$ cat config.mk
export PLATFORM = sky130hd
export DESIGN_NAME = adr_regs
export DESIGN_NICKNAME = d
export VERILOG_FILES = /design/src/hw/adr_pkg.sv /design/src/hw/adr_sync_if.sv /design/src/hw/adr_clk_sync.sv /design/src/hw/adr_regs.sv
export SDC_FILE = /design/constraint.sdc
export NUM_CORES = 1
export LEC_CHECK = 0
export BUFFER_PORTS_ARGS = -buffer_cell sky130_fd_sc_hd__buf_2
export CORE_MARGIN = 10
export CORE_UTILIZATION = 30
export CTS_BUF_LIST = sky130_fd_sc_hd__clkbuf_2 sky130_fd_sc_hd__clkbuf_4 sky130_fd_sc_hd__clkbuf_8
export CTS_CLUSTER_DIAMETER = 150
export DETAILED_ROUTE_END_ITERATION = 10
export HOLD_SLACK_MARGIN = 0.06
export PLACE_DENSITY = 0.58
export SYNTH_ARGS = -nofsm -noshare
export SYNTH_HDL_FRONTEND = slang
export SYNTH_SLANG_ARGS = --single-unit
$ cat constraint.sdc
create_clock -name pclk -period 2.02 [get_ports pclk]
set_clock_uncertainty 0.15 [all_clocks]
set_input_delay 0.303 -clock pclk [delete_from_list [all_inputs] [get_ports pclk]]
set_output_delay 0.303 -clock pclk [all_outputs]
set_load 0.05 [all_outputs]
$ cat src/hw/adr_pkg.sv
// Constants and types for the aperture delay and multi-chip sync register bank.
// Assumes a 32-bit APB slave; register indices map to byte address index*4.
package adr_pkg;

    // ==========================================================
    // Bus geometry
    localparam int unsigned ADR_DW = 32;
    localparam int unsigned ADR_AW = 8;
    localparam int unsigned ADR_RW = 16;

    // ==========================================================
    // Register indices, byte address is four times the index
    localparam logic [5:0] ADR_IDX_COARSE = 6'h0c;
    localparam logic [5:0] ADR_IDX_FINE   = 6'h0d;
    localparam logic [5:0] ADR_IDX_SYNC   = 6'h0e;
    localparam logic [5:0] ADR_IDX_RSVD   = 6'h0f;
    localparam logic [5:0] ADR_IDX_STATUS = 6'h10;

    // ==========================================================
    // Reset values
    localparam logic [15:0] ADR_RST_COARSE = 16'h0004;
    localparam logic [15:0] ADR_RST_FINE   = 16'h0000;
    localparam logic [15:0] ADR_RST_SYNC   = 16'h0003;
    localparam logic [15:0] ADR_RST_RSVD   = 16'h0018;

    // ==========================================================
    // Writable bit masks, reserved bits stay zero
    localparam logic [15:0] ADR_WMASK_COARSE = 16'hfffc;
    localparam logic [15:0] ADR_WMASK_FINE   = 16'hfc00;
    localparam logic [15:0] ADR_WMASK_SYNC   = 16'hff9f;

    // ==========================================================
    // Field positions
    localparam int unsigned ADR_COARSE_LSB = 4;
    localparam int unsigned ADR_COARSE_W   = 12;
    localparam int unsigned ADR_ADJ_EN_BIT = 3;
    localparam int unsigned ADR_DCC_BIT    = 2;
    localparam int unsigned ADR_FINE_LSB   = 10;
    localparam int unsigned ADR_FINE_W     = 6;
    localparam int unsigned ADR_REFD_LSB   = 7;
    localparam int unsigned ADR_REFD_W     = 9;
    localparam int unsigned ADR_PHASE_LSB  = 3;
    localparam int unsigned ADR_SLAVE_BIT  = 2;
    localparam int unsigned ADR_OUTDIS_BIT = 1;
    localparam int unsigned ADR_RSTDIS_BIT = 0;

    // ==========================================================
    // Saturation points of the delay codes
    localparam logic [11:0] ADR_COARSE_MAX = 12'h97f;
    localparam logic [8:0]  ADR_REFD_MAX   = 9'h13f;

    // ==========================================================
    // Types
    typedef enum logic [1:0] {
        ADR_PH_0   = 2'b00,
        ADR_PH_90  = 2'b01,
        ADR_PH_180 = 2'b10,
        ADR_PH_270 = 2'b11
    } adr_phase_t;

    typedef enum logic {
        ADR_ROLE_MASTER = 1'b0,
        ADR_ROLE_SLAVE  = 1'b1
    } adr_role_t;

endpackage

$ cat src/hw/adr_sync_if.sv
// Control and status bundle between the register bank and the clock sync core.
// Assumes both ends run on pclk.
`timescale 1ns/1ns
interface adr_sync_if;
    import adr_pkg::*;
    adr_role_t  role;
    adr_phase_t phase_select;
    logic       ref_out_enable;
    logic       dclk_reset_enable;
    logic [1:0] div_phase;
    logic       ref_phase_level;
    logic       aligned;
    logic       dclk_reset_active;

    modport ctrl (
        output role, phase_select, ref_out_enable, dclk_reset_enable,
        input  div_phase, ref_phase_level, aligned, dclk_reset_active
    );
    modport core (
        input  role, phase_select, ref_out_enable, dclk_reset_enable,
        output div_phase, ref_phase_level, aligned, dclk_reset_active
    );
endinterface

$ cat src/hw/adr_clk_sync.sv
// Quarter-rate divider, reference alignment, phase latch and data-clock reset.
// Assumes pin inputs are asynchronous to pclk; controls arrive from flops.
`timescale 1ns/1ns
module adr_clk_sync (
    // Clock and reset
    input  wire logic pclk,
    input  wire logic presetn,
    input  wire logic pce,
    // Pins
    input  wire logic reference_clock_in,
    input  wire logic data_clock_reset_in,
    output logic      reference_clock_out_a,
    output logic      reference_clock_out_b,
    output logic      ref_out_oe_n,
    // Register side
    adr_sync_if.core  sif
);
    import adr_pkg::*;

    // ==========================================================
    // Pin synchronisers
    logic [1:0] ref_sync_q;
    logic [1:0] rst_sync_q;
    logic       ref_prev_q;
    logic       ref_rise;
    logic       data_clock_reset_in_now;

    always_ff @(posedge pclk or negedge presetn) begin
        if (!presetn) begin
            ref_sync_q <= 2'b00;
            rst_sync_q <= 2'b00;
            ref_prev_q <= 1'b0;
        end else if (pce) begin
            ref_sync_q <= {ref_sync_q[0], reference_clock_in};
            rst_sync_q <= {rst_sync_q[0], data_clock_reset_in};
            ref_prev_q <= ref_sync_q[1];
        end
    end

    assign ref_rise     = ref_sync_q[1] & ~ref_prev_q;
    assign data_clock_reset_in_now = sif.dclk_reset_enable & rst_sync_q[1];

    // ==========================================================
    // Divider, aligned to the reference edge in slave role
    logic [1:0] div_q;
    logic       aligned_q;

    always_ff @(posedge pclk or negedge presetn) begin
        if (!presetn) begin
            div_q     <= 2'b00;
            aligned_q <= 1'b0;
        end else if (pce) begin
            if (data_clock_reset_in_now) begin
                div_q     <= 2'b00;
                aligned_q <= 1'b0;
            end else if (sif.role == ADR_ROLE_SLAVE && ref_rise) begin
                div_q     <= 2'b01;
                aligned_q <= 1'b1;
            end else begin
                div_q     <= div_q + 2'b01;
                aligned_q <= aligned_q & (sif.role == ADR_ROLE_SLAVE);
            end
        end
    end

    // ==========================================================
    // Reference level latched at the selected phase
    logic ref_phase_q;

    always_ff @(posedge pclk or negedge presetn) begin
        if (!presetn) begin
            ref_phase_q <= 1'b0;
        end else if (pce && div_q == sif.phase_select) begin
            ref_phase_q <= ref_sync_q[1];
        end
    end

    // ==========================================================
    // Quarter-rate outputs
    always_ff @(posedge pclk or negedge presetn) begin
        if (!presetn) begin
            reference_clock_out_a <= 1'b0;
            reference_clock_out_b <= 1'b0;
            ref_out_oe_n          <= 1'b1;
        end else if (pce) begin
            reference_clock_out_a <= sif.ref_out_enable & div_q[1];
            reference_clock_out_b <= sif.ref_out_enable & div_q[1];
            ref_out_oe_n          <= ~sif.ref_out_enable;
        end
    end

    assign sif.div_phase         = div_q;
    assign sif.ref_phase_level   = ref_phase_q;
    assign sif.aligned           = aligned_q;
    assign sif.dclk_reset_active = data_clock_reset_in_now;

endmodule

$ cat src/hw/adr_regs.sv
// Register bank for sample-clock aperture delay and multi-chip synchronisation.
// Assumes an APB master on pclk; pin inputs are asynchronous.
`timescale 1ns/1ns

// Notes on behaviour
// - Coarse code bits 15:4 sets delay; codes 2431 and above give maximum.
// - Coarse and fine codes act only while delay-adjust enable bit 3 is set.
// - Duty stabiliser on while coarse bit 2 is one; reset value is one.
// - Fine code bits 15:10 adds 0 to 63 steps, gated by delay-adjust enable.
// - Reference delay code bits 15:7; codes 319 and above give maximum.
// - Phase select bits 4:3 chooses 0, 90, 180 or 270 degree latch point.
// - Sync bit 2 set: slave, align divided clock to reference input.
// - Sync bit 1 clear: drive quarter-rate clock on both reference outputs.
// - Data-clock reset input ignored while sync bit 0 is one.
// - Reserved register (index 0Fh) is read-only, reads 0018h, writes ignored.
module adr_regs (
    // Clock, reset, enable
    input  wire logic                       pclk,
    input  wire logic                       presetn,
    input  wire logic                       pce,
    // APB slave
    input  wire logic                       psel,
    input  wire logic                       penable,
    input  wire logic                       pwrite,
    input  wire logic [adr_pkg::ADR_AW-1:0] paddr,
    input  wire logic [adr_pkg::ADR_DW-1:0] pwdata,
    input  wire logic [3:0]                 pstrb,
    output logic      [adr_pkg::ADR_DW-1:0] prdata,
    output logic                            pready,
    output logic                            pslverr,
    // Pins
    input  wire logic                       reference_clock_in,
    input  wire logic                       data_clock_reset_in,
    output logic                            reference_clock_out_a,
    output logic                            reference_clock_out_b,
    output logic                            ref_out_oe_n,
    // Delay line controls
    output logic      [11:0]                coarse_delay_eff,
    output logic      [5:0]                 fine_delay_eff,
    output logic                            delay_adjust_enable,
    output logic                            duty_stabiliser_enable,
    output logic      [8:0]                 reference_delay_eff,
    output adr_pkg::adr_phase_t             phase_select,
    output logic                            slave_role_enable
);
    import adr_pkg::*;

    // ==========================================================
    // Helpers
    function automatic logic [ADR_AW-1:0] byte_addr(input logic [5:0] idx);
        byte_addr = {idx, 2'b00};
    endfunction

    function automatic logic [15:0] merge(input logic [15:0] old,
                                          input logic [15:0] wdata,
                                          input logic [3:0]  strb,
                                          input logic [15:0] wmask);
        logic [15:0] lanes;
        lanes = {{8{strb[1]}}, {8{strb[0]}}};
        merge = ((old & ~lanes) | (wdata & lanes)) & wmask;
    endfunction

    function automatic logic [11:0] sat12(input logic [11:0] code,
                                          input logic [11:0] lim);
        sat12 = (code > lim) ? lim : code;
    endfunction

    // ==========================================================
    // Address decode
    logic hit_coarse;
    logic hit_fine;
    logic hit_sync;
    logic hit_rsvd;
    logic hit_status;
    logic hit_any;
    logic setup_ph;
    logic access_ph;
    logic wr_en;

    assign hit_coarse = (paddr == byte_addr(ADR_IDX_COARSE));
    assign hit_fine   = (paddr == byte_addr(ADR_IDX_FINE));
    assign hit_sync   = (paddr == byte_addr(ADR_IDX_SYNC));
    assign hit_rsvd   = (paddr == byte_addr(ADR_IDX_RSVD));
    assign hit_status = (paddr == byte_addr(ADR_IDX_STATUS));
    assign hit_any    = hit_coarse | hit_fine | hit_sync | hit_rsvd | hit_status;

    assign setup_ph  = psel & ~penable;
    assign access_ph = psel & penable;
    assign wr_en     = access_ph & pwrite & pce;

    // Wait states while pce is low, plus one when a frozen setup cycle missed the read capture
    logic rd_ok_q;

    assign pready  = pce & (~access_ph | pwrite | rd_ok_q);
    assign pslverr = access_ph & ~hit_any;

    // ==========================================================
    // Writable registers
    logic [15:0] coarse_q;
    logic [15:0] fine_q;
    logic [15:0] sync_q;

    always_ff @(posedge pclk or negedge presetn) begin
        if (!presetn) begin
            coarse_q <= ADR_RST_COARSE;
        end else if (wr_en && hit_coarse) begin
            coarse_q <= merge(coarse_q, pwdata[15:0], pstrb, ADR_WMASK_COARSE);
        end
    end

    always_ff @(posedge pclk or negedge presetn) begin
        if (!presetn) begin
            fine_q <= ADR_RST_FINE;
        end else if (wr_en && hit_fine) begin
            fine_q <= merge(fine_q, pwdata[15:0], pstrb, ADR_WMASK_FINE);
        end
    end

    always_ff @(posedge pclk or negedge presetn) begin
        if (!presetn) begin
            sync_q <= ADR_RST_SYNC;
        end else if (wr_en && hit_sync) begin
            sync_q <= merge(sync_q, pwdata[15:0], pstrb, ADR_WMASK_SYNC);
        end
    end

    // ==========================================================
    // Field extraction
    logic [11:0] coarse_code;
    logic [5:0]  fine_code;
    logic [8:0]  refd_code;
    logic        adj_en;
    logic        dcc_en;
    logic        slave_bit;
    logic        outdis_bit;
    logic        rstdis_bit;
    adr_phase_t  phase_code;

    assign coarse_code = coarse_q[ADR_COARSE_LSB +: ADR_COARSE_W];
    assign fine_code   = fine_q[ADR_FINE_LSB +: ADR_FINE_W];
    assign refd_code   = sync_q[ADR_REFD_LSB +: ADR_REFD_W];
    assign adj_en      = coarse_q[ADR_ADJ_EN_BIT];
    assign dcc_en      = coarse_q[ADR_DCC_BIT];
    assign slave_bit   = sync_q[ADR_SLAVE_BIT];
    assign outdis_bit  = sync_q[ADR_OUTDIS_BIT];
    assign rstdis_bit  = sync_q[ADR_RSTDIS_BIT];
    assign phase_code  = adr_phase_t'(sync_q[ADR_PHASE_LSB +: 2]);

    // ==========================================================
    // Delay line drive
    logic [11:0] refd_wide;

    assign refd_wide = sat12({3'b000, refd_code}, {3'b000, ADR_REFD_MAX});

    always_ff @(posedge pclk or negedge presetn) begin
        if (!presetn) begin
            coarse_delay_eff    <= 12'h000;
            fine_delay_eff      <= 6'h00;
            delay_adjust_enable <= 1'b0;
        end else if (pce) begin
            delay_adjust_enable <= adj_en;
            if (adj_en) begin
                coarse_delay_eff <= sat12(coarse_code, ADR_COARSE_MAX);
                fine_delay_eff   <= fine_code;
            end else begin
                coarse_delay_eff <= 12'h000;
                fine_delay_eff   <= 6'h00;
            end
        end
    end

    always_ff @(posedge pclk or negedge presetn) begin
        if (!presetn) begin
            duty_stabiliser_enable <= 1'b1;
        end else if (pce) begin
            duty_stabiliser_enable <= dcc_en;
        end
    end

    always_ff @(posedge pclk or negedge presetn) begin
        if (!presetn) begin
            reference_delay_eff <= 9'h000;
            phase_select        <= ADR_PH_0;
            slave_role_enable   <= 1'b0;
        end else if (pce) begin
            reference_delay_eff <= refd_wide[8:0];
            phase_select        <= phase_code;
            slave_role_enable   <= slave_bit;
        end
    end

    // ==========================================================
    // Clock sync core
    adr_sync_if sif ();

    assign sif.role              = slave_bit ? ADR_ROLE_SLAVE : ADR_ROLE_MASTER;
    assign sif.phase_select      = phase_code;
    assign sif.ref_out_enable    = ~outdis_bit;
    assign sif.dclk_reset_enable = ~rstdis_bit;

    adr_clk_sync u_sync (
        .pclk                  (pclk),
        .presetn               (presetn),
        .pce                   (pce),
        .reference_clock_in    (reference_clock_in),
        .data_clock_reset_in   (data_clock_reset_in),
        .reference_clock_out_a (reference_clock_out_a),
        .reference_clock_out_b (reference_clock_out_b),
        .ref_out_oe_n          (ref_out_oe_n),
        .sif                   (sif)
    );

    // ==========================================================
    // Status word
    logic [15:0] status_w;

    assign status_w = {11'h000, sif.dclk_reset_active, sif.aligned,
                       sif.ref_phase_level, sif.div_phase};

    // ==========================================================
    // Read path, data captured in the setup cycle, or in the access cycle if the setup cycle was frozen
    logic [15:0] rd_mux;

    always_comb begin
        rd_mux = 16'h0000;
        if (hit_coarse) begin
            rd_mux = coarse_q;
        end else if (hit_fine) begin
            rd_mux = fine_q;
        end else if (hit_sync) begin
            rd_mux = sync_q;
        end else if (hit_rsvd) begin
            rd_mux = ADR_RST_RSVD;
        end else if (hit_status) begin
            rd_mux = status_w;
        end
    end

    always_ff @(posedge pclk or negedge presetn) begin
        if (!presetn) begin
            prdata <= 32'h0000_0000;
        end else if (pce && !pwrite && (setup_ph || (access_ph && !rd_ok_q))) begin
            prdata <= {16'h0000, rd_mux};
        end
    end

    // Read data captured for the transfer in flight
    always_ff @(posedge pclk or negedge presetn) begin
        if (!presetn) begin
            rd_ok_q <= 1'b0;
        end else if (pce) begin
            if (access_ph && pready) begin
                rd_ok_q <= 1'b0;
            end else if (psel && !pwrite) begin
                rd_ok_q <= 1'b1;
            end
        end
    end

endmodule

* After elaboration in Yosys (flattened, before gate mapping)
Cells that the tools add are included.
** Cells by class
- $add $sub $neg :: 1
- Multiply operators :: 0
- Divide/modulo/power cells :: 0
- Magnitude comparators :: 2
- Eq/ne operators :: 6
- Shift-type cells :: 0
- Multiplexer cells :: 16
- Bitwise operators :: 30
- Reductions and logical operators :: 15
** Operators with widths (count)
- 16-bit AND :: 4
- 16-bit two-way mux :: 3
- 16-bit OR :: 3
- 8-bit by 6-bit equality test with 1-bit output (second input constant) :: 4
- 12-bit two-way mux :: 2
- 16-bit NOT :: 1
- 12-bit greater-than comparator (second input constant) :: 1
- 1-bit AND :: 10
- 1-bit logical AND :: 10
- 5-bit two-way mux :: 2
- 9-bit greater-than comparator (second input constant) :: 1
- 9-bit two-way mux :: 1
- 8-bit by 7-bit equality test with 1-bit output (second input constant) :: 1
- 6-bit two-way mux :: 1
- 1-bit NOT :: 6
- 1-bit OR :: 6
- 1-bit two-way mux :: 5
- 2-bit two-way mux :: 2
- 2-bit by 1-bit adder with 2-bit output (second input constant) :: 1
- 2-bit equality test :: 1
- 1-bit logical NOT :: 2
- 2-bit AND reduction :: 1
- 2-bit nonzero test :: 1
- 1-bit logical OR :: 1
** Word-level totals
- Bits in registers :: 94
- Latch bits :: 0
- Bits in writable memories :: 0
- Memory bits (read-only) :: 0
- Bits of input ports :: 52
- Output and inout port bits :: 69
- Word-level logic and storage cells :: 90
- Memories kept :: 0

* Longest topological paths before layout
Gate-level depths: netlist of the first run.
- Depth after elaboration :: 8
- Depth in mapped cells :: 6
- Gate-level depth less buffers :: 4

* Cells and area by module
From an unflattened synthesis of the first run, not the netlist that was laid out.
** Unflattened totals
- Cells, all modules :: 368
- Area total of the unflattened synthesis :: 4215.3 µm²
** Modules (own cells, without submodules)
- adr_regs :: times used 1, cells each 327, area each 3733.6 µm², sequential area each 2082.0 µm²
- adr_clk_sync :: times used 1, cells each 41, area each 481.7 µm², sequential area each 276.5 µm²

* Worst setup path before layout of the first run
OpenSTA, ideal clock, no wires.
- Kind :: input-to-output
- From :: in paddr[7] (netlist bit)
- To :: out pslverr
- Arrival time :: 1806 ps
- Data required time :: 1567 ps
- Slack :: -239 ps
- Stages on the path :: 4
- Path buffers :: 1
- Cell sequence :: nand4bb_1 buf_2 nor3_1 nor3_1
** Between the ends
- Word-level cells in the longest chain between the ends :: 7
** Ends and longest elaborated chain
- start: declaration :: line adr_regs.sv:25 : input wire logic [adr_pkg::ADR_AW-1:0] paddr,
- 8-bit by 6-bit equality test with 1-bit output (on tied branches) :: line adr_regs.sv:80, adr_regs.sv:81
- 1-bit OR (3 in series) :: line adr_regs.sv:85 : assign hit_any = hit_coarse | hit_fine | hit_sync | hit_rsvd | hit_status;
- 1-bit OR * :: line adr_regs.sv:85
- 1-bit NOT * :: line adr_regs.sv:95 : assign pslverr = access_ph & ~hit_any;
- 1-bit AND * :: line adr_regs.sv:95
- end: declaration :: line adr_regs.sv:30 : output logic pslverr,
Mark *: on every way between the ends. The rest lies on a longest branch, timed or not.

* Worst setup path in the final report of the first run
- From :: in paddr[1] (netlist bit)
- To :: out pslverr
The elaborated chain is that of the path after synthesis.

==> metrics.cfg, run 1 <==
[outcome]
status=finished clean

[power_and_ir_drop]
comb_power_share_pct=15.8
clkPwrFrac_pct=34.2
vdd_drop_max_v=0.0004812
p_int_w=0.002912
switching_power_w=0.001129
switching_share_pct=27.94
leakage_nw=2.627
power-per-cell-area_nw_per_um2=761.6
power_frac_seq_pct=50.1

[critical_path]
startpoint_type=primary input
critical_path_peak_fanout=4
r2r_slack_ps=320
cp-endpoint=pslverr
path_common_cell=buf_2
cp_data_required_time_ps=1570
reg2reg_depth=4
critical_path_class=in2out
crit_chain=buf_2 > or4_4 > nor2b_1 > nor3_2 > buf_2
cpMaxStageDelayCell=or4_4
slowest_delay_ps=580
arrival_ps=1470
endpoint_kind=output pin
critPathLaunch=paddr[1]
r2r_start=rd_ok_q$_DFFE_PN0P_
reg2reg_to=prdata[7]$_DFFE_PN0P_

[cts]
cts-buffers-inserted=9
cts_num_sinks=94
cts_tree=done
cts_buffer_depth=2
postCtsSetupBuffers=0
ctsHtreeMaxLevel=3
ctsResizeCount=0
clk_pin_slew_worst_paths_ps=80
worst_skew_pair.late_latency_ps=370
cts-root-buf=clkbuf_8

[synthesis]
async_flop_share_pct=100.0
ys_top_cells_by_area=dfrtp_1 (53%), mux2_2 (9.4%), buf_4 (3.2%)
synth_flop_cell=dfrtp_1
synth_top_area_share_pct=53.37
synth-warning-count=0
synth_edf_count=0
avgSynthCellArea_um2=11.75
synth-seq-cells=94
ys_types=48
yosysTopAreaCell=dfrtp_1
syn_inst=355
yosysSeqAreaShare_pct=56.52
synth_area_um2=4173

[run]
drv_cap=0

[timing]
worst_pin_slew_ps=674.3
rsz0062_at_grt=no
report.final.hold_viol_count=0
fmax_mhz=519.8
final_max_slew_viol_count=0
fin_ws_ps=96.09
post-route-period-util_pct=95.24
slew_headroom_pct=55.04
tns_ps=0
setup_violations=0
final.min_clock_period_ps=1924

[floorplanning]
chipHeight_um=137.9
dieArea_um2=19030
die_w_um=137.9
start_util_pct=30.30
rows=43
core_area_um2=13770
ios=121

[final_layout]
fin_nets=528
area_delta_synth_final_pct=27.17
final_core_util_pct=38.53
layoutNonFillerInstCount=662
drive_above_1_share_pct=36.80

[grt]
overflow=0
grt_start_max_net_pins=51
grt_pass1_vias=3328
antenna_found_initial=2
grt_pass1_wl_um=17530
grt_util_all_layers_pct=11.86

[route]
drt-vias-per-instance=4.648
drtAntennaViolNets=0
vias=3077
drc_errors=0
wl_per_cell_um=16.53
wirelength_um=10950
dr.pass1.iters=6
dr.first_iter.drc_count=220

[placed_design]
place_ws_ps=-141.7
gp_congestion=0.8339
hpwl_um=8427
numPortBuffers=86
placed_cells=626

[min_path]
worstHoldPathType=in2reg

[through the flow]
step,cell area [um2],hold WS (ps),power (W)
after floorplan,4234,-142.6,0.002496
after global placement,4891,81.26,0.002665
after detailed placement,4891,80.93,0.002675
after CTS,5304,132.8,0.004103
after global routing,5304,166.1,0.004240
final,5306,151.0,0.004041
[power by group through the flow]
stage	Clock [W]	Sequential [W]	Combinational [W]
after CTS	0.00143	0.00202	0.000646
final	0.00138	0.00202	0.000637
after global routing	0.00152	0.00203	0.000688
after floorplan	0	0.00221	0.000289
after detailed placement	0	0.00206	0.000615
after global placement	0	0.00206	0.000607
[per-layer routing]
layer  routed length (um)  vias up  track usage (%)
met5                   17        -                0
met4                  170        2            4.056
met3                  934       15            4.493
met2                 5261      106            19.20
met1                 4562     1495            14.16
li1                     -     1459                -
[how the worst min path moves through the flow]
stage / cells past startpoint / from / to
CTS: 3 / psel / rd_ok_q$_DFFE_PN0P_
detailed placement: 1 / presetn / slave_role_enable$_DFFE_PN0P_
floorplan: 0 / presetn / async pin
finish: 3 / psel / rd_ok_q$_DFFE_PN0P_
global placement: 1 / presetn / slave_role_enable$_DFFE_PN0P_
global route: 3 / psel / rd_ok_q$_DFFE_PN0P_
[cells in the final DEF (no fill, tap or decap), types with 3 or more instances in the layout]
| master | instances |
|---|---|
| nand3b_1 | 5 |
| mux2i_1 | 6 |
| o22ai_1 | 4 |
| nor2b_1 | 3 |
| a22oi_1 | 4 |
| mux2_2 | 35 |
| buf_4 | 23 |
| clkbuf_8 | 10 |
| and2_1 | 3 |
| a21oi_1 | 7 |
| a22o_1 | 3 |
| o211ai_1 | 8 |
| nand2b_1 | 3 |
| nand2_2 | 3 |
| buf_2 | 85 |
| dfstp_2 | 5 |
| dlygate4sd3_1 | 19 |
| nand2_1 | 15 |
| dfrtp_1 | 89 |
| a221oi_1 | 5 |
| mux2_1 | 12 |
| o21ai_0 | 26 |
| nor2_1 | 19 |
| nand3_1 | 10 |
| o22a_1 | 6 |
| conb_1 | 16 |
| inv_1 | 25 |
[worst max-delay path: cells and delay by family]
family / cells / cell delay, ps
buf+inv: 2 / 320
simple gates: 3 / 850
[synthesized netlist by cell type (2+ instances only)]
| library cell | number |
|---|---|
| mux2_2 | 35 |
| o21ai_0 | 26 |
| o22a_1 | 6 |
| nor2b_1 | 3 |
| inv_1 | 25 |
| a21oi_1 | 7 |
| dfrtp_1 | 89 |
| xnor2_1 | 2 |
| nor2_1 | 19 |
| a2bb2oi_1 | 2 |
| nand3b_1 | 5 |
| dfstp_2 | 5 |
| nand2_1 | 15 |
| nand3_1 | 10 |
| mux2i_1 | 6 |
| o22ai_1 | 4 |
| nand2_2 | 3 |
| and4_1 | 2 |
| nor3_1 | 2 |
| buf_1 | 2 |
| o211ai_1 | 8 |
| and2_1 | 3 |
| buf_4 | 18 |
| mux2_1 | 12 |
| a221oi_1 | 5 |
| nand2b_1 | 3 |
| buf_2 | 3 |
| a22oi_1 | 4 |
| clkbuf_1 | 10 |
| a22o_1 | 3 |
[layout make-up]
cell class	count	area (um2)
Tap cell	180	225.2
Clock inverter	4	70.07
Fill cell	1398	8467
Timing Repair Buffer	129	828.3
Clock buffer	12	152.6
Sequential cell	94	2359
Inverter	25	93.84
Antenna cell	1	2.502
Multi-Input combinational cell	217	1575
[timing repair]
action / CTS / global route
endpoints found under the setup margin: 0 / 0
hold endpoints to repair: 109 / 0
hold buffers: 19 / 0
[cells by family after synthesis]
group	after synthesis	synth area share, %
AOI/OAI and AO/OA	71	11.27
xor gates and xnor gates	2	0.4199
buffers and inverters	59	7.196
DFF	94	56.52
muxes	53	14.12
other	1	0.08987
and+or+nand+nor	75	10.38
No activity file was read; power rests on OpenSTA's default activity.
==> run 2: changes to the inputs <==
ABC_AREA = 1   (was default)
==> run 2 against run 1 <==
  * Worst hold slack worse by 76 ps
  * Global-route usage is 1.1 points higher
  * Sequential power down 2%
  * First-iteration DRC count rose by 38%
  * Worst setup slack better by 210 ps
  * Power down 9.2%
  * Synthesized cell count grew 38%
  * Core utilization down 1.3 points
  * Sequential share of layout area rose by 0.89 points
  * Cell area is 2.0% lower
  * Die area grew 2.6%
  * Via count grew 18%
  * Highest routed layer unchanged
==> metrics.cfg, run 2 <==
[timing]
holdWs_ps=74.82  ; was 151.0 ps
slew_headroom_pct=57.23  ; was 55.04%
post-route-period-util_pct=84.74  ; was 95.24%
worst_pin_slew_ps=634.8  ; was 674.3 ps
rsz0062_at_grt=no  ; unchanged
tns_ps=0  ; unchanged
final.min_clock_period_ps=1712  ; was 1924 ps
fmax_mhz=584.2  ; was 519.8 MHz
report.final.hold_viol_count=0  ; unchanged
setup_violations=0  ; unchanged
fin_ws_ps=308.2  ; was 96.09 ps
final_max_slew_viol_count=0  ; unchanged

[synthesis]
yosysTopAreaCell=dfrtp_1  ; unchanged
syn_inst=491  ; was 355
synth_edf_count=0  ; unchanged
synth_top_area_share_pct=51.79  ; was 53.37%
yosysSeqAreaShare_pct=54.84  ; was 56.52%
synth_flop_cell=dfrtp_1  ; unchanged
yosys-top-cells-count=nand2_1 (138), dfrtp_1 (89), nand3_1 (51), inv_1 (35), nor2_1 (30)  ; was dfrtp_1 (89), mux2_2 (35), o21ai_0 (26), inv_1 (25), nor2_1 (19)
synth.most_common_cell=nand2_1  ; was dfrtp_1
avgSynthCellArea_um2=8.758  ; was 11.75 um2
synth-warning-count=0  ; unchanged
ys_top_cells_by_area=dfrtp_1 (52%), nand2_1 (12%), nand3_1 (5.9%)  ; was dfrtp_1 (53%), mux2_2 (9.4%), buf_4 (3.2%)
async_flop_share_pct=100.0  ; unchanged
synth-seq-cells=94  ; unchanged
synth_area_um2=4300  ; was 4173 um2
ys_types=29  ; was 48

[final_layout]
fin_area_um2=5202  ; was 5306 um2
area_delta_synth_final_pct=20.98  ; was 27.17%
final_common_cell=nand2_1  ; was dfrtp_1
most-common-layout-cells=nand2_1 (138), dfrtp_1 (89), buf_2 (85)  ; was dfrtp_1 (89), buf_2 (85), mux2_2 (35)
drive_above_1_share_pct=24.62  ; was 36.80%
num-fill-cells=1447  ; was 1,398
fin_nets=644  ; was 528

[cts]
postCtsSetupBuffers=0  ; unchanged
clk_pin_slew_worst_paths_ps=100  ; was 80 ps
cts-root-buf=clkbuf_8  ; unchanged
cts_num_sinks=94  ; unchanged
ctsHtreeMaxLevel=3  ; unchanged
ctsResizeCount=0  ; unchanged
holdBufCountCts=13  ; was 19
worst_skew_pair.late_latency_ps=380  ; was 370 ps
cts-buffers-inserted=9  ; unchanged
cts_tree=done  ; unchanged
cts_buffer_depth=2  ; unchanged

[floorplanning]
die_w_um=139.7  ; was 137.9 um
rows=43  ; unchanged
chipHeight_um=139.7  ; was 137.9 um
start_util_pct=30.74  ; was 30.30%
dieArea_um2=19520  ; was 19,030 um2
ios=121  ; unchanged
core_area_um2=13990  ; was 13,770 um2

[power_and_ir_drop]
clkPwrFrac_pct=33.0  ; was 34.2%
leakage_nw=2.798  ; was 2.627 nW
switching_power_w=0.001136  ; was 0.001129 W
switching_share_pct=30.99  ; was 27.94%
totalPowerFinal_w=0.003667  ; was 0.004041 W
comb_power_share_pct=13.0  ; was 15.8%
vdd_drop_max_v=0.0002669  ; was 0.0004812 V
power-per-cell-area_nw_per_um2=704.9  ; was 761.6 nW/um2
power_frac_seq_pct=54.0  ; was 50.1%
p_int_w=0.002531  ; was 0.002912 W

[critical_path]
startpoint_type=register  ; was primary input
endpoint_kind=output pin  ; unchanged
critical_path_class=reg2out  ; was in2out
reg2reg_to=reference_delay_eff[3]$_DFFE_PN0P_  ; was prdata[7]$_DFFE_PN0P_
arrival_ps=1260  ; was 1470 ps
reg2reg_depth=2  ; was 4
critical_path_peak_fanout=3  ; was 4
r2r_slack_ps=560  ; was 320 ps
cp_data_required_time_ps=1570  ; about the same

[placed_design]
placed_area_um2=4881  ; was 4891 um2
hpwl_um=9377  ; was 8427 um
numPortBuffers=86  ; unchanged
gp_congestion=0.7867  ; was 0.8339
place_ws_ps=250.6  ; was -141.7 ps

[route]
vias=3625  ; was 3,077
dr.pass1.iters=4  ; was 6
wirelength_um=12460  ; was 10,950 um
dr.first_iter.drc_count=304  ; was 220
drtAntennaViolNets=0  ; unchanged
wl_per_cell_um=15.99  ; was 16.53 um
drt-vias-per-instance=4.653  ; was 4.648
drc_errors=0  ; unchanged

[grt]
grt_util_all_layers_pct=12.94  ; was 11.86%
grt_pass1_wl_um=20320  ; was 17,530 um
overflow=0  ; unchanged
grt_start_max_net_pins=54  ; was 51
grt_pass1_vias=3733  ; was 3,328
antenna_found_initial=3  ; was 2

[run]
drv_cap=0  ; unchanged

[min_path]
hold_start=pwdata[9]  ; was psel
whs_path_depth=3  ; unchanged
worstHoldPathType=in2reg  ; unchanged

[outcome]
status=finished clean  ; unchanged

[run 2: how the worst max path moves through the flow]
stage | cells after the start | slack (ps) | to | start
after CTS | 3 | 280 | pready | rd_ok_q$_DFFE_PN0P_
final | 3 | 310 | pready | rd_ok_q$_DFFE_PN0P_
after global placement | 6 | 290 | register | pce
after floorplan | 4 | 100 | pready | pce
after global routing | 3 | 190 | pready | rd_ok_q$_DFFE_PN0P_
after detailed placement | 6 | 250 | register | pce
[run 2: area by class of cell]
class	count	area (um2)	share of cell area, %
Sequential cell	94	2359	45.33
Multi-Input combinational cell	337	1618	31.10
Timing Repair Buffer	109	650.6	12.51
Tap cell	180	225.2	4.329
Inverter	41	158.9	3.054
Clock buffer	9	123.9	2.381
Clock inverter	7	62.56	1.203
Antenna cell	2	5.005	0.09620
[run 2: routing by layer]
| metal | share of wire, % | global-route usage (%) | up-vias |
|---|---|---|---|
| met5 | 0.064 | 0 | - |
| met4 | 2.1 | 5.435 | 2 |
| met3 | 6.4 | 3.947 | 22 |
| met2 | 45 | 19.33 | 93 |
| met1 | 46 | 16.91 | 1741 |
| li1 | - | - | 1767 |
[run 2: stage by stage]
step	cells	utilization, %
6_report	779	37.19
5_1_grt	777	37.16
4_1_cts	777	37.16
3_5_place_dp	748	34.89
3_3_place_gp	748	34.89
2_1_floorplan	506	-
[run 2: kinds of logic after synthesis]
kind of cell | count (synthesis) | share of synthesized area, %
AOI/OAI and AO/OA | 82 | 11.29
xor gates and xnor gates | 2 | 0.4074
buffers and inverters | 75 | 8.845
DFF | 94 | 54.84
other | 1 | 0.08720
and+or+nand+nor | 237 | 24.53
[run 2: power groups by stage]
stage	Clock [W]	Combinational [W]	Sequential, W
floorplan	0	0.000271	0.00207
global placement	0	0.000451	0.00201
detailed placement	0	0.000460	0.00202
CTS	0.00125	0.000482	0.00198
global route	0.00134	0.000524	0.00199
finish	0.00121	0.000477	0.00198
[run 2: critical path: stages (launching register included)]
cell,delay (ps)
dfrtp_1,380
nor2_1,60
a21oi_1,160
buf_2,290
==> run 3: changes to the inputs <==
ABC_AREA = 0   (was 1)
PLACE_DENSITY = 0.6   (was 0.58)
clock period = 1.45 ns   (was 2.02 ns; I/O delays follow)
==> run 3 against run 2 <==
  * Register-to-register slack worse by 540 ps
  * Non-clock buffer count is 40 higher
  * Flip-flop and latch count stayed put
  * Via count is 13% lower
  * Critical path depth is 3 higher
  * Die area is 2.5% lower
  * Worst setup slack worse by 540 ps
  * Core utilization is 5.0 points higher
  * The flow now finishes with violations (setup timing)
  * Cell area is 12% higher
  * Worst hold slack better by 26 ps
  * Wire length is 6.9% lower
  * Clock power is 44% higher
  * Critical path type is now in2out
  * Critical endpoint is now pslverr
==> metrics.cfg, run 3 (synthesis gave the netlist of run 1 again) <==
[grt]
grt_start_max_net_pins=68  ; was 54
grt_pass1_vias=3427  ; was 3,733
overflow=0  ; unchanged
grt_util_all_layers_pct=12.33  ; was 12.94%
antenna_found_initial=0  ; was 3
grt_pass1_wl_um=18190  ; was 20,320 um

[critical_path]
critical_path_class=in2out  ; was reg2out
startpoint_type=primary input  ; was register
critical_path_peak_fanout=4  ; was 3
crit_chain=buf_4 > or4_4 > buf_6 > nor2b_4 > nor3_2 > buf_6  ; was nor2_1 > a21oi_1 > buf_2
endpoint_kind=output pin  ; unchanged
crit_family=simple AND/OR/NAND/NOR gates  ; was flip-flops
path_common_cell=buf_6
cpMaxStageDelayCell=or4_4  ; was dfrtp_1
slowest_delay_ps=500  ; was 380 ps
worst-path-buf-inv=3  ; was 1
cp_data_required_time_ps=1080  ; was 1570 ps
arrival_ps=1310  ; was 1260 ps

[floorplanning]
die_w_um=137.9  ; was 139.7 um
core_area_um2=13770  ; was 13,990 um2
rows=43  ; unchanged
dieArea_um2=19030  ; was 19,520 um2
ios=121  ; unchanged
start_util_pct=30.30  ; was 30.74%
chipHeight_um=137.9  ; was 139.7 um

[final_layout]
area_delta_synth_final_pct=39.10  ; was 20.98%
fin_area_um2=5804  ; was 5202 um2
antenna_cells=0  ; was 2
most-common-layout-cells=dfrtp_1 (88), buf_2 (71), buf_4 (36)  ; was nand2_1 (138), dfrtp_1 (89), buf_2 (85)
fin_nets=549  ; was 644
final_common_cell=dfrtp_1  ; was nand2_1
drive_above_1_share_pct=45.82  ; was 24.62%
layoutNonFillerInstCount=682  ; was 779
num-fill-cells=1326  ; was 1,447

[power_and_ir_drop]
p_int_w=0.003883  ; was 0.002531 W
leakage_nw=2.853  ; was 2.798 nW
totalPowerFinal_w=0.005564  ; was 0.003667 W
power-per-cell-area_nw_per_um2=958.5  ; was 704.9 nW/um2
switching_power_w=0.001680  ; was 0.001136 W
vdd_drop_max_v=0.0007463  ; was 0.0002669 V
clkPwrFrac_pct=31.3  ; was 33.0%
power_frac_seq_pct=50.9  ; was 54.0%
comb_power_share_pct=17.9  ; was 13.0%
switching_share_pct=30.20  ; was 30.99%

[route]
dr.first_iter.drc_count=177  ; was 304
dr.pass1.iters=4  ; unchanged
wirelength_um=11600  ; was 12,460 um
drt-vias-per-instance=4.642  ; was 4.653
drtAntennaViolNets=0  ; unchanged
drc_errors=0  ; unchanged
wl_per_cell_um=17.01  ; was 15.99 um
vias=3166  ; was 3,625

[min_path]
worstHoldPathType=in2reg  ; unchanged

[placed_design]
placed_area_um2=5112  ; was 4881 um2
place_ws_ps=-419.3  ; was 250.6 ps
hpwl_um=8686  ; was 9377 um
gp_congestion=0.8163  ; was 0.7867
numPortBuffers=86  ; unchanged
placed_cells=640  ; was 748

[cts]
cts-root-buf=clkbuf_8  ; unchanged
worst_skew_pair.late_latency_ps=380  ; about the same
cts_num_sinks=94  ; unchanged
cts_buffer_depth=2  ; unchanged
clk_pin_slew_worst_paths_ps=90  ; was 100 ps
ctsHtreeMaxLevel=3  ; unchanged
cts-buffers-inserted=9  ; unchanged
cts_tree=done  ; unchanged

[timing]
final_max_slew_viol_count=0  ; unchanged
final.min_clock_period_ps=1680
rsz0062_at_grt=yes  ; was no
report.final.hold_viol_count=0  ; unchanged
post-route-period-util_pct=115.9
fin_ws_ps=-230.5  ; was 308.2 ps
holdWs_ps=100.4  ; was 74.82 ps
setup_violations=31  ; was 0
fmax_mhz=595.1

[outcome]
status=finished, violations left  ; was finished clean
violations=setup timing

[run]
drv_cap=0  ; unchanged

==> run 3: power groups by stage <==
stage          clock network, W  registers [W]  logic [W]
3_5_place_dp                  0        0.00288   0.000905
3_3_place_gp                  0        0.00287   0.000890
2_1_floorplan                 0        0.00308   0.000423
6_report                0.00174        0.00283   0.000995
4_1_cts                 0.00179        0.00283   0.000986
5_1_grt                 0.00192        0.00285    0.00107
==> run 3: metrics by stage <==
stage | setup TNS [ps] | utilization (%)
3_5_place_dp | -17030 | 37.12
5_1_grt | -3847 | 42.14
4_1_cts | -1570 | 41.42
2_1_floorplan | -10500 | -
3_3_place_gp | -16160 | 37.12
6_report | -2989 | 42.14
==> run 3: routing by layer <==
layer	global-route usage [%]	share of wire, %	wire [um]
met5	0	0	0
met4	2.665	0.74	86
met3	4.420	7.8	909
met2	20.13	49	5626
met1	15.32	43	4977
==> run 3: final cells by class <==
class                           count  area, um2  area share (%)
Sequential cell                    94       2360           40.66
Multi-Input combinational cell    218       1814           31.26
Timing Repair Buffer              149       1117           19.25
Tap cell                          180      225.2           3.880
Clock buffer                       10      131.4           2.263
Inverter                           25      93.84           1.617
Clock inverter                      6      62.56           1.078
==> run 3: worst reg2reg max path: stages (launching register included) <==
cell     delay (ps)
dfrtp_1         420
and2_4          190
or2_4           270
a22oi_2         190
o31ai_1          90
==> run 3: what timing repair did <==
item	in CTS	in global routing
pin swaps	8	11
endpoints found under the hold margin	130	0
gates cloned	1	0
resized for setup	35	28
hold buffers	20	0
endpoints found under the setup margin	29	62
setup buffers	4	2
==> run 3: path summary, 6_finish.rpt <==
path                                         from                                 end  slack [ps]  cells after the start
min in group asynchronous                 presetn  duty_stabiliser_enable$_DFFE_PN1P_         210                      2
min reg2reg                prdata[12]$_DFFE_PN0P_              prdata[12]$_DFFE_PN0P_         360                      2
max reg2reg                   rd_ok_q$_DFFE_PN0P_               prdata[3]$_DFFE_PN0P_          20                      4
min                                       penable                 rd_ok_q$_DFFE_PN0P_         100                      3
max in group asynchronous                 presetn       slave_role_enable$_DFFE_PN0P_         420                      3
max                                      paddr[3]                             pslverr        -230                      6
